`src/pspdpc_regs.svh`:
```
// Register offsets, reset values and sizes of the port S pin control block.
`ifndef PSPDPC_REGS_SVH
`define PSPDPC_REGS_SVH

`define PSPDPC_NPINS        6
`define PSPDPC_ADDR_W       8

`define PSPDPC_OFF_DATA     8'h00
`define PSPDPC_OFF_LEVEL    8'h04
`define PSPDPC_OFF_DIR      8'h08
`define PSPDPC_OFF_PULL_EN  8'h0C
`define PSPDPC_OFF_PULL_POL 8'h10
`define PSPDPC_OFF_OD_SEL   8'h14

`define PSPDPC_RST_PINS     6'h00
`define PSPDPC_RST_OE_N     6'h3F
`define PSPDPC_RST_WORD     32'h0000_0000

`endif

```
`src/pspdpc_pkg.sv`:
```
// Types shared by the port S pin control block.
package pspdpc_pkg;

  // Direction requests and output data from the on-chip peripherals sharing the pins.
  typedef struct packed {
    logic       spi_en;
    logic [5:2] spi_oe;
    logic       bus_clock_output_en;
    logic       second_serial_comm_unit_tx_rt_en;
    logic       second_serial_comm_unit_rx_rt_en;
    logic       pwm3_rt_en;
    logic       pwm2_rt_en;
    logic       serial_comm_unit_en;
    logic [1:0] serial_comm_unit_oe;
    logic       lin_direct_drive_bit_rt_en;
    logic [5:0] periph_do;
  } pspdpc_periph_t;

  typedef struct packed {
    logic [5:0]  port_output_data;
    logic [5:0]  direction_select;
    logic [5:0]  pull_enable;
    logic [5:0]  pull_polarity_select;
    logic [5:0]  open_drain_select;
    logic [5:0]  sync1;
    logic [5:0]  sync2;
    logic [5:0]  pin_out;
    logic [5:0]  pin_oe_n;
    logic [5:0]  pull_up_en;
    logic [5:0]  pull_down_en;
    logic [31:0] prdata;
    logic        pready;
    logic        pslverr;
  } pspdpc_state_t;

endpackage

```
`src/pspdpc_port.sv`:
```
// Port S pin level view, direction control with peripheral overrides and pull devices.
//
// Summary of operation
// Level view read returns synchronized pin levels on bits 5 to 0.
// Level view shows real pin level even on driven outputs.
// Direction bit 1 makes pin output, 0 input, unless overridden.
// Enabled SPI forces direction of pins 5 to 2 as it requires, pin 3 only while bus clock output is off.
// Overrides never change the stored direction bits.
// Pin 3 forced output by bus clock, routed second serial tx or PWM.
// Routed external trigger leaves direction of pins 3 and 2 alone.
// Pin 2 forced input by routed serial rx, output by routed PWM.
// Enabled serial unit forces direction of pins 1 and 0.
// Routed LIN direct drive bit forces pin 1 to output.
// Pull enable bit 1 turns pull device on for input pins.
// On outputs the pull enable acts only in open-drain mode.
// Enabled pull device direction follows the polarity select bit.
// Polarity 1 selects pulldown, 0 selects pullup.
// Open-drain drives only low; otherwise push-pull.
// Data read returns stored bit if direction is 1, else pin level.
// Writes to the level view are ignored.
// Pin inputs pass two flip-flops before any read.
//
// Implementation choices: the register offsets and the APB slave port.
`timescale 1ns/10ps
`include "pspdpc_regs.svh"

module pspdpc_port (
  input  wire logic                   pclk,
  input  wire logic                   presetn,
  input  wire logic                   psel,
  input  wire logic                   penable,
  input  wire logic                   pwrite,
  input  wire logic [7:0]             paddr,
  input  wire logic [31:0]            pwdata,
  output logic      [31:0]            prdata,
  output logic                        pready,
  output logic                        pslverr,
  input  wire pspdpc_pkg::pspdpc_periph_t periph,
  input  wire logic [5:0]             pin_in,
  output logic      [5:0]             pin_out,
  output logic      [5:0]             pin_oe_n,
  output logic      [5:0]             pull_up_en,
  output logic      [5:0]             pull_down_en
);

  pspdpc_pkg::pspdpc_state_t s_q;
  pspdpc_pkg::pspdpc_state_t s_d;

  logic [5:0] eff_dir;
  logic [5:0] owned;
  logic [5:0] eff_data;
  logic [5:0] drv_oe_n;
  logic [5:0] pu;
  logic [5:0] pd;
  logic       setup;
  logic       wr_en;
  logic       hit;

  // The external trigger input has no direction term here: it only listens.
  always_comb begin
    eff_dir = s_q.direction_select;
    owned   = 6'h00;
    for (int i = 4; i < 6; i++) begin
      if (periph.spi_en) begin
        eff_dir[i] = periph.spi_oe[i];
        owned[i]   = 1'b1;
      end
    end
    if (periph.bus_clock_output_en) begin
      eff_dir[3] = 1'b1;
      owned[3]   = 1'b1;
    end else if (periph.spi_en) begin
      eff_dir[3] = periph.spi_oe[3];
      owned[3]   = 1'b1;
    end else if (periph.second_serial_comm_unit_tx_rt_en || periph.pwm3_rt_en) begin
      eff_dir[3] = 1'b1;
      owned[3]   = 1'b1;
    end
    if (periph.spi_en) begin
      eff_dir[2] = periph.spi_oe[2];
      owned[2]   = 1'b1;
    end else if (periph.second_serial_comm_unit_rx_rt_en) begin
      eff_dir[2] = 1'b0;
      owned[2]   = 1'b1;
    end else if (periph.pwm2_rt_en) begin
      eff_dir[2] = 1'b1;
      owned[2]   = 1'b1;
    end
    if (periph.serial_comm_unit_en) begin
      eff_dir[1:0] = periph.serial_comm_unit_oe;
      owned[1:0]   = 2'h3;
    end else if (periph.lin_direct_drive_bit_rt_en) begin
      eff_dir[1] = 1'b1;
      owned[1]   = 1'b1;
    end
  end

  assign eff_data = (owned & periph.periph_do) | (~owned & s_q.port_output_data);

  generate
    for (genvar g = 0; g < `PSPDPC_NPINS; g++) begin : g_pin
      // Open-drain releases the pin for a high level instead of driving it.
      assign drv_oe_n[g] = ~(eff_dir[g] & (~s_q.open_drain_select[g] | ~eff_data[g]));
      // A pushed-pull output would fight its own pull device, so it stays off.
      assign pu[g] = s_q.pull_enable[g] & (~eff_dir[g] | s_q.open_drain_select[g]) &
                     ~s_q.pull_polarity_select[g];
      assign pd[g] = s_q.pull_enable[g] & (~eff_dir[g] | s_q.open_drain_select[g]) &
                     s_q.pull_polarity_select[g];
    end
  endgenerate

  assign setup = psel & ~penable;
  assign wr_en = psel & penable & pready & pwrite;
  assign hit   = (paddr == `PSPDPC_OFF_DATA)     || (paddr == `PSPDPC_OFF_LEVEL) ||
                 (paddr == `PSPDPC_OFF_DIR)      || (paddr == `PSPDPC_OFF_PULL_EN) ||
                 (paddr == `PSPDPC_OFF_PULL_POL) || (paddr == `PSPDPC_OFF_OD_SEL);

  always_comb begin
    s_d              = s_q;
    s_d.sync1        = pin_in;
    s_d.sync2        = s_q.sync1;
    s_d.pin_out      = eff_data;
    s_d.pin_oe_n     = drv_oe_n;
    s_d.pull_up_en   = pu;
    s_d.pull_down_en = pd;
    s_d.pready       = setup;
    s_d.pslverr      = setup & ~hit;
    s_d.prdata       = `PSPDPC_RST_WORD;
    if (setup && !pwrite) begin
      unique case (paddr)
        `PSPDPC_OFF_DATA: begin
          s_d.prdata[5:0] = (s_q.direction_select & s_q.port_output_data) |
                            (~s_q.direction_select & s_q.sync2);
        end
        `PSPDPC_OFF_LEVEL: begin
          s_d.prdata[5:0] = s_q.sync2;
        end
        `PSPDPC_OFF_DIR: begin
          s_d.prdata[5:0] = s_q.direction_select;
        end
        `PSPDPC_OFF_PULL_EN: begin
          s_d.prdata[5:0] = s_q.pull_enable;
        end
        `PSPDPC_OFF_PULL_POL: begin
          s_d.prdata[5:0] = s_q.pull_polarity_select;
        end
        `PSPDPC_OFF_OD_SEL: begin
          s_d.prdata[5:0] = s_q.open_drain_select;
        end
        default: begin
          s_d.prdata = `PSPDPC_RST_WORD;
        end
      endcase
    end
    // Only software writes touch the stored bits; overrides act on eff_dir and eff_data alone.
    if (wr_en) begin
      unique case (paddr)
        `PSPDPC_OFF_DATA: begin
          s_d.port_output_data = pwdata[5:0];
        end
        `PSPDPC_OFF_DIR: begin
          s_d.direction_select = pwdata[5:0];
        end
        `PSPDPC_OFF_PULL_EN: begin
          s_d.pull_enable = pwdata[5:0];
        end
        `PSPDPC_OFF_PULL_POL: begin
          s_d.pull_polarity_select = pwdata[5:0];
        end
        `PSPDPC_OFF_OD_SEL: begin
          s_d.open_drain_select = pwdata[5:0];
        end
        default: begin
          s_d.direction_select = s_q.direction_select;
        end
      endcase
    end
  end

  always_ff @(posedge pclk or negedge presetn) begin
    if (!presetn) begin
      s_q                      <= '0;
      s_q.port_output_data     <= `PSPDPC_RST_PINS;
      s_q.direction_select     <= `PSPDPC_RST_PINS;
      s_q.pull_enable          <= `PSPDPC_RST_PINS;
      s_q.pull_polarity_select <= `PSPDPC_RST_PINS;
      s_q.open_drain_select    <= `PSPDPC_RST_PINS;
      s_q.pin_oe_n             <= `PSPDPC_RST_OE_N;
      s_q.prdata               <= `PSPDPC_RST_WORD;
    end else begin
      s_q <= s_d;
    end
  end

  assign prdata       = s_q.prdata;
  assign pready       = s_q.pready;
  assign pslverr      = s_q.pslverr;
  assign pin_out      = s_q.pin_out;
  assign pin_oe_n     = s_q.pin_oe_n;
  assign pull_up_en   = s_q.pull_up_en;
  assign pull_down_en = s_q.pull_down_en;
endmodule

```
`config.mk`:
```
export PLATFORM = sky130hd
export DESIGN_NAME = pspdpc_port
export DESIGN_NICKNAME = d
export VERILOG_FILES = /design/src/pspdpc_pkg.sv /design/src/pspdpc_port.sv
export VERILOG_INCLUDE_DIRS = /design/src
export SDC_FILE = /design/constraint.sdc
export NUM_CORES = 1
export LEC_CHECK = 0
export BUFFER_PORTS_ARGS = -buffer_cell sky130_fd_sc_hd__buf_2
export CAP_MARGIN = 15
export CELL_PAD_IN_SITES_DETAIL_PLACEMENT = 1
export CELL_PAD_IN_SITES_GLOBAL_PLACEMENT = 1
export CORE_UTILIZATION = 43
export CTS_BUF_LIST = sky130_fd_sc_hd__clkbuf_8
export CTS_CLUSTER_DIAMETER = 60
export DETAILED_ROUTE_END_ITERATION = 7
export GPL_ROUTABILITY_DRIVEN = 0
export PLACE_DENSITY_LB_ADDON = 0.1
export SLEW_MARGIN = 20
export SYNTH_ARGS = -nofsm -noshare
export SYNTH_HDL_FRONTEND = slang
export SYNTH_SLANG_ARGS = --single-unit
```
`constraint.sdc`:
```
create_clock -name pclk -period 2.3 [get_ports pclk]
set_input_delay 0.115 -clock pclk [delete_from_list [all_inputs] [get_ports pclk]]
set_output_delay 0.115 -clock pclk [all_outputs]
set_load 0.01 [all_outputs]
```
Word-level counts from Yosys, hierarchy flattened. Cells that the tools add are included.

Input bits: 71. Word-level logic and storage cells: 137. Flip-flop bits (word level): 100.

Reductions and logical operators: 14. Bitwise gates (word level): 81. Equality and inequality tests: 5. Muxes and demuxes: 23.

Operator list (count): one-hot mux 6 bit (6 select lines) (1); NOT 1 bit (32); bitwise AND 1 bit (29); bitwise AND 6 bit (4); two-way mux 1 bit (21); == test 8 x 4 -> 1 bit, second input constant (2); == test 8 x 5 -> 1 bit, second input constant (2); NOT 6 bit (2); OR 1 bit (12); OR 6 bit (2); AND reduction 2 bit (5); == test 8 x 3 -> 1 bit, second input constant (1); zero test 8 bit (1); logical OR 1 bit (6); two-way mux 6 bit (1); logical AND 1 bit (1); zero test 1 bit (1).

Depth between registers and ports, before layout. Gate-level depths: netlist of run 1.

Depth after elaboration: 11. Depth in mapped cells: 4. Depth with buffers taken out: 3.

Worst setup path after synthesis of run 1. No wires, ideal clock.

Kind: in2reg. Start: in paddr[7]. End: reg s_q[76] (netlist bit). Path slack: 0.639 ns. Setup time: 0.127 ns. Arrival time: 1.534 ns. Cell stages on the path: 4. Path through: or4_4 > buf_6 > nor4_4 > mux2_1.

Word-level cells in the longest chain between the ends: 2.

Ends and longest elaborated chain: from (decl) (line pspdpc_port.sv:33) `input wire logic [7:0] paddr,`; == test 8 x 5 -> 1 bit (line pspdpc_port.sv:157) `unique case (paddr)`; AND reduction 2 bit (no source line); to (decl) (line pspdpc_port.sv:46) `pspdpc_pkg::pspdpc_state_t s_q;`.

No other way between the ends. A chain may end at the register's enable or synchronous reset.

Worst setup path in the final report of run 1.
Start: in penable. End: reg s_q[78] (netlist bit).

Word-level cells in the longest chain between the ends: 4.

Ends and longest elaborated chain: from (decl) (line pspdpc_port.sv:31) `input wire logic penable,`; bitwise AND 1 bit (3 in series) (line pspdpc_port.sv:113) `assign wr_en = psel & penable & pready & pwrite;`; AND reduction 2 bit (no source line).

No other way between the ends.

==> flow_summary.json, run 1 <==
{
  "status": "finished, final reports clean",
  "drtIter0Drc": 69,
  "leakage_nw": 2.082,
  "core_mm2": 0.007888,
  "path_delay_family": "buffers and inverters",
  "worst_pin_slew_ns": 0.9261,
  "clk_pin_slew_ns": 0.08,
  "via_count": 2235,
  "fin_setup_tns_ns": 0,
  "critPathBufInv": 3,
  "max_freq_ghz": 0.5992,
  "cp.depth": 6,
  "rsz0062_at_grt": "no",
  "route.detailed.drc": 0,
  "synth-seq-area-share_pct": 51.96,
  "period_share_pct": 72.56,
  "area_growth_pct": 13.04,
  "grt.overflow.total": 0,
  "relSlewSlack_pct": 38.26,
  "io_pins": 129,
  "min_path_cells": 2,
  "cp-startpoint": "penable",
  "cts.repair.resized": 0,
  "antenna_found_initial": 0,
  "synth_cell_types": 38,
  "initial_core_util_pct": 45.37,
  "numPortBuffers": 76,
  "start_kind": "primary input",
  "p_per_area_mw_per_mm2": 629.0,
  "path_cells": "dlygate4sd3_1, buf_2, nand4_4, nor4_4, buf_4, mux2_1",
  "rr_startpoint": "pready$_DFF_PN0_",
  "maxSlewViolCount": 0,
  "mostFrequentLayoutCell": "buf_2",
  "dr.pass1.iters": 4,
  "clock_skew_ns": 0.006996,
  "row_count": 32,
  "antenna_left": 0,
  "clock-sinks": 74,
  "dp.cells": 431,
  "ys.flop_type": "dfrtp_1",
  "crit_required_ns": 2.53,
  "grt_pass1_wl_um": 11670,
  "ir_drop_mv": 0.2858,
  "cpMaxStageDelayCell": "dlygate4sd3_1",
  "via_per_inst": 4.912,
  "dieArea_mm2": 0.008691,
  "synthArstFlopShare_pct": 100.0,
  "cts_tree": "yes",
  "critPathArrivalTime_ns": 1.89,
  "yosysWarnings": 0,
  "grt_usage_pct": 18.02,
  "synthCells": 284,
  "cts.path.max_buffers": 2,
  "min_delay_worst_endpoint": "pin_out[0]$_DFF_PN0_",
  "hold_violations": 0,
  "critPathMaxFanout": 5,
  "cp-end-kind": "flop",
  "setup_viol": 0,
  "post-cts-setup-buffers": 0,
  "n_antenna_cell": 0,
  "drive_above_1_share_pct": 35.69,
  "cts-root-buf": "clkbuf_8",
  "reg2reg_to": "s_q[78]$_DFFE_PN0P_",
  "dieWidth_um": 93.23,
  "die_y_um": 93.23,
  "synth-edff-count": 0,
  "worstSetupPathType": "in -> reg",
  "wl_per_cell_um": 15.77,
  "hpwl_um": 5045,
  "slowest_delay_ns": 0.52,
  "r2r_cells": 4,
  "fin_crit_ns": 1.669,
  "clk_latency_ns": 0.35,
  "worstHoldStart": "periph[0]",
  "drt-total-wl_um": 7175,
  "hp-class": "in -> reg",
  "max-cap-violations": 0,
  "htreeDepth": 3,
  "first_global_vias": 2286,
  "synth_area_mm2": 0.003578,
  "instances_no_fill": 455,
  "syn_area_per_cell_um2": 12.60,
  "grt_max_degree": 75,
  "holdBufCountCts": 8,
  "final_cell_mix": "buf_2 (75), dfrtp_1 (68), mux2_1 (30)",
  "final_nets": 419,
  "cts_made_buffers": 9,
  "ys_ff_latch": 74,
  "r2r_slack_ns": 0.64
}
stage by stage:
step	instance area, um^2	util [%]	hold WS (ns)	power [mW]	setup WS [ns]
6_report	4045	51.28	0.02034	2.545	0.6311
5_1_grt	4045	51.28	0.01688	2.657	0.5276
4_1_cts	4045	51.28	0.007009	2.578	0.6022
3_5_place_dp	3776	47.87	0.2251	1.582	0.3122
3_3_place_gp	3776	47.87	0.2241	1.576	0.3197
2_1_floorplan	3672	-	-0.1806	1.519	0.6389
worst reg2reg max path, delay by kind of cell, from the launching register on:
kind	cells	cell delay, ns
buffers and inverters	1	0.23
flip-flops	1	0.40
multiplexers	1	0.32
AND/OR/NAND/NOR	2	0.60
worst max path at each step:
stage | to
global placement | s_q[74]$_DFFE_PN0P_
CTS | s_q[78]$_DFFE_PN0P_
finish | s_q[78]$_DFFE_PN0P_
detailed placement | s_q[74]$_DFFE_PN0P_
floorplan | s_q[76]$_DFFE_PN0P_
global route | s_q[78]$_DFFE_PN0P_
state kept, by name, indices dropped and copies added, names as in the netlist:
name / cells
pin_oe_n: 6
pin_out: 6
prdata: 6
pready: 1
pslverr: 1
pull_down_en: 6
pull_up_en: 6
s_d: 6
s_q: 36
metal layers:
metal | track usage (%) | routed length, um
met3 | 3.415 | 298
met4 | 8.590 | 161
met2 | 28.80 | 3490
met1 | 23.58 | 3225
met5 | 0 | 0
synthesized netlist by cell type (3+ instances only):
| cell | count | share of area (%) |
|---|---|---|
| nor4_4 | 5 | 3.0 |
| a21oi_1 | 9 | 1.3 |
| o21ai_0 | 3 | 0.42 |
| nor2_1 | 12 | 1.3 |
| mux2i_1 | 13 | 3.6 |
| o22a_1 | 5 | 1.2 |
| nor4_1 | 3 | 0.52 |
| a21o_1 | 3 | 0.63 |
| dfrtp_1 | 68 | 48 |
| dfstp_2 | 6 | 4.4 |
| nand3b_1 | 3 | 0.63 |
| nand2b_1 | 9 | 1.6 |
| mux2_1 | 30 | 9.4 |
| nor2b_1 | 4 | 0.70 |
| buf_4 | 56 | 12 |
| inv_1 | 7 | 0.73 |
| mux2_2 | 14 | 4.4 |
| o211ai_1 | 5 | 1.0 |
| nand2_1 | 4 | 0.42 |
power breakdown:
part / internal [mW] / leakage, nW / switching [mW]
Sequential: 1.33 / 0.974 / 0.0102
Combinational: 0.0875 / 0.999 / 0.134
Clock: 0.516 / 0.110 / 0.465
cell families (layout without fill, tap and decap cells):
logic type	count (synthesis)	count (layout)	synth area share [%]
flops	74	74	51.96
mux	57	57	17.48
simple gates	48	48	10.17
compound gates	35	35	6.923
other cells	1	26	0.1048
buf+inv	69	113	13.36
layout make-up:
class,instances,area (um^2)
timing repair buffer,90,508.0
clock buffer,10,137.6
multi-input combinational,166,1335
clock inverter,6,51.30
inverter,7,26.28
sequential,74,1859
fill,855,3842
tap,102,127.6
(Power assumes the default switching activity.)
==> run 2: changes to the inputs <==
Settings changed: CORE_UTILIZATION 43 to 40.
Clock period 2.3 ns to 1.75 ns, I/O delays scaled along.
==> run 2 against run 1 <==
  * Die area increased by 7.3%
  * Sequential share of layout area decreased by 2.2 points
  * Total power increased by 44%
  * Setup slack got worse by 0.47 ns
  * Combinational power increased by 40%
  * Clock skew increased by 0.0067 ns
  * Utilization decreased by 2.3 points
  * Largest cell class unchanged
  * Largest power group unchanged
==> flow_summary.json, run 2 (synthesis results as in run 1) <==
{
  "n_antenna_cell": 0,
  "grt.overflow.total": 0,
  "regMostFlops": "s_q",
  "clock_skew_ns": 0.01373,
  "leakage_nw": 2.177,
  "stdcell_area_mm2": 0.004253,
  "via_per_inst": 4.801,
  "rsz0062_at_grt": "no",
  "io_pins": 129,
  "core_mm2": 0.008678,
  "htreeDepth": 3,
  "fin_setup_tns_ns": 0,
  "hp-class": "in -> reg",
  "route.detailed.drc": 0,
  "instances_no_fill": 477,
  "pre_cts_slack_ns": -0.1090,
  "first_global_vias": 2258,
  "cpMaxStageDelayCell": "dfrtp_1",
  "dieWidth_um": 96.59,
  "final_nets": 435,
  "fin_crit_ns": 1.593,
  "final_cell_mix": "buf_2 (76), dfrtp_1 (68), mux2_1 (30)",
  "r2r_slack_ns": 0.16,
  "numPortBuffers": 76,
  "rr_startpoint": "pready$_DFF_PN0_",
  "r2r_cells": 4,
  "dr.pass1.iters": 4,
  "worst_slack_ns": 0.1570,
  "grt_usage_pct": 17.35,
  "initial_core_util_pct": 41.23,
  "via_count": 2290,
  "wl_per_cell_um": 15.53,
  "cts-root-buf": "clkbuf_8",
  "critPathArrivalTime_ns": 1.82,
  "start_kind": "flop",
  "critPathMaxFanout": 5,
  "mostFrequentLayoutCell": "buf_2",
  "cts.path.max_buffers": 2,
  "slowest_delay_ns": 0.39,
  "min_delay_worst_endpoint": "s_q[98]$_DFFE_PN0P_",
  "grt_max_degree": 75,
  "worstHoldStart": "pwdata[4]",
  "antenna_found_initial": 0,
  "ir_drop_mv": 0.3680,
  "drive_above_1_share_pct": 37.40,
  "row_count": 34,
  "p_per_area_mw_per_mm2": 864.2,
  "die_y_um": 96.59,
  "period_share_pct": 91.03,
  "hold_violations": 0,
  "maxSlewViolCount": 0,
  "setup_viol": 0,
  "largest_register_ffs": 36,
  "max_freq_ghz": 0.6277,
  "clk_latency_ns": 0.36,
  "cts.repair.resized": 0,
  "dpl_cell_area_mm2": 0.003869,
  "cp-end-kind": "flop",
  "clock-sinks": 74,
  "worstSetupPathType": "reg -> reg",
  "min_path_cells": 2,
  "area_growth_pct": 18.85,
  "status": "finished, final reports clean",
  "reg2reg_to": "s_q[84]$_DFFE_PN0P_",
  "drt-total-wl_um": 7408,
  "cts_made_buffers": 9,
  "hpwl_um": 5256,
  "max-cap-violations": 0,
  "clk_pin_slew_ns": 0.09,
  "grt_pass1_wl_um": 11670,
  "crit_required_ns": 1.98,
  "path_cells": "nand4_4, nor4_4, buf_4, mux2_1",
  "dieArea_mm2": 0.009329,
  "cts_tree": "yes",
  "drtIter0Drc": 64,
  "antenna_left": 0,
  "dp.cells": 447
}
run 2: timing repair:
item,in CTS,in global routing
hold endpoints to repair,81,0
setup buffers,0,0
hold buffers,14,0
run 2: area by class of cell:
class | instances | area (um^2)
clock buffers | 10 | 137.6
inverters | 7 | 26.28
fillers | 942 | 4425
multi-input cells | 166 | 1335
flip-flops and latches | 74 | 1859
repair buffers | 106 | 653.1
well taps | 108 | 135.1
clock inverters | 6 | 106.4
run 2: worst max path at each step:
stage | from | to | slack [ns] | cells past startpoint
after floorplan | paddr[7] | s_q[76]$_DFFE_PN0P_ | 0.12 | 4
after global placement | paddr[7] | s_q[84]$_DFFE_PN0P_ | -0.08 | 5
after detailed placement | paddr[7] | s_q[84]$_DFFE_PN0P_ | -0.11 | 5
after CTS | pready$_DFF_PN0_ | s_q[84]$_DFFE_PN0P_ | 0.13 | 4
after global routing | pready$_DFF_PN0_ | s_q[85]$_DFFE_PN0P_ | 0.07 | 4
final | pready$_DFF_PN0_ | s_q[84]$_DFFE_PN0P_ | 0.16 | 4
run 2: power by group:
part	internal (mW)	switching [mW]
Clock	0.978	0.622
Combinational	0.131	0.179
Sequential	1.75	0.0142
run 2: per-stage QoR:
stage / utilization [%] / hold slack [ns] / total power [mW]
CTS: 49.01 / 0.004457 / 3.744
finish: 49.01 / 0.01689 / 3.675
detailed placement: 44.58 / 0.1549 / 2.088
global placement: 44.58 / 0.1521 / 2.083
floorplan: - / -0.2081 / 1.996
global route: 49.01 / 0.006748 / 3.854
run 2: worst max-delay path: cells and delay by family (launching register included):
family	cells	cell delay [ns]
buf+inv	1	0.20
mux	1	0.32
simple gates	2	0.56
flops	1	0.39
run 2: layer usage:
metal	GRT usage, %	up-vias	part of all wire (%)
met4	4.534	0	0.80
met3	5.712	5	4.8
met5	0	-	0
met2	27.00	68	49
met1	23.22	1146	46
li1	-	1071	-
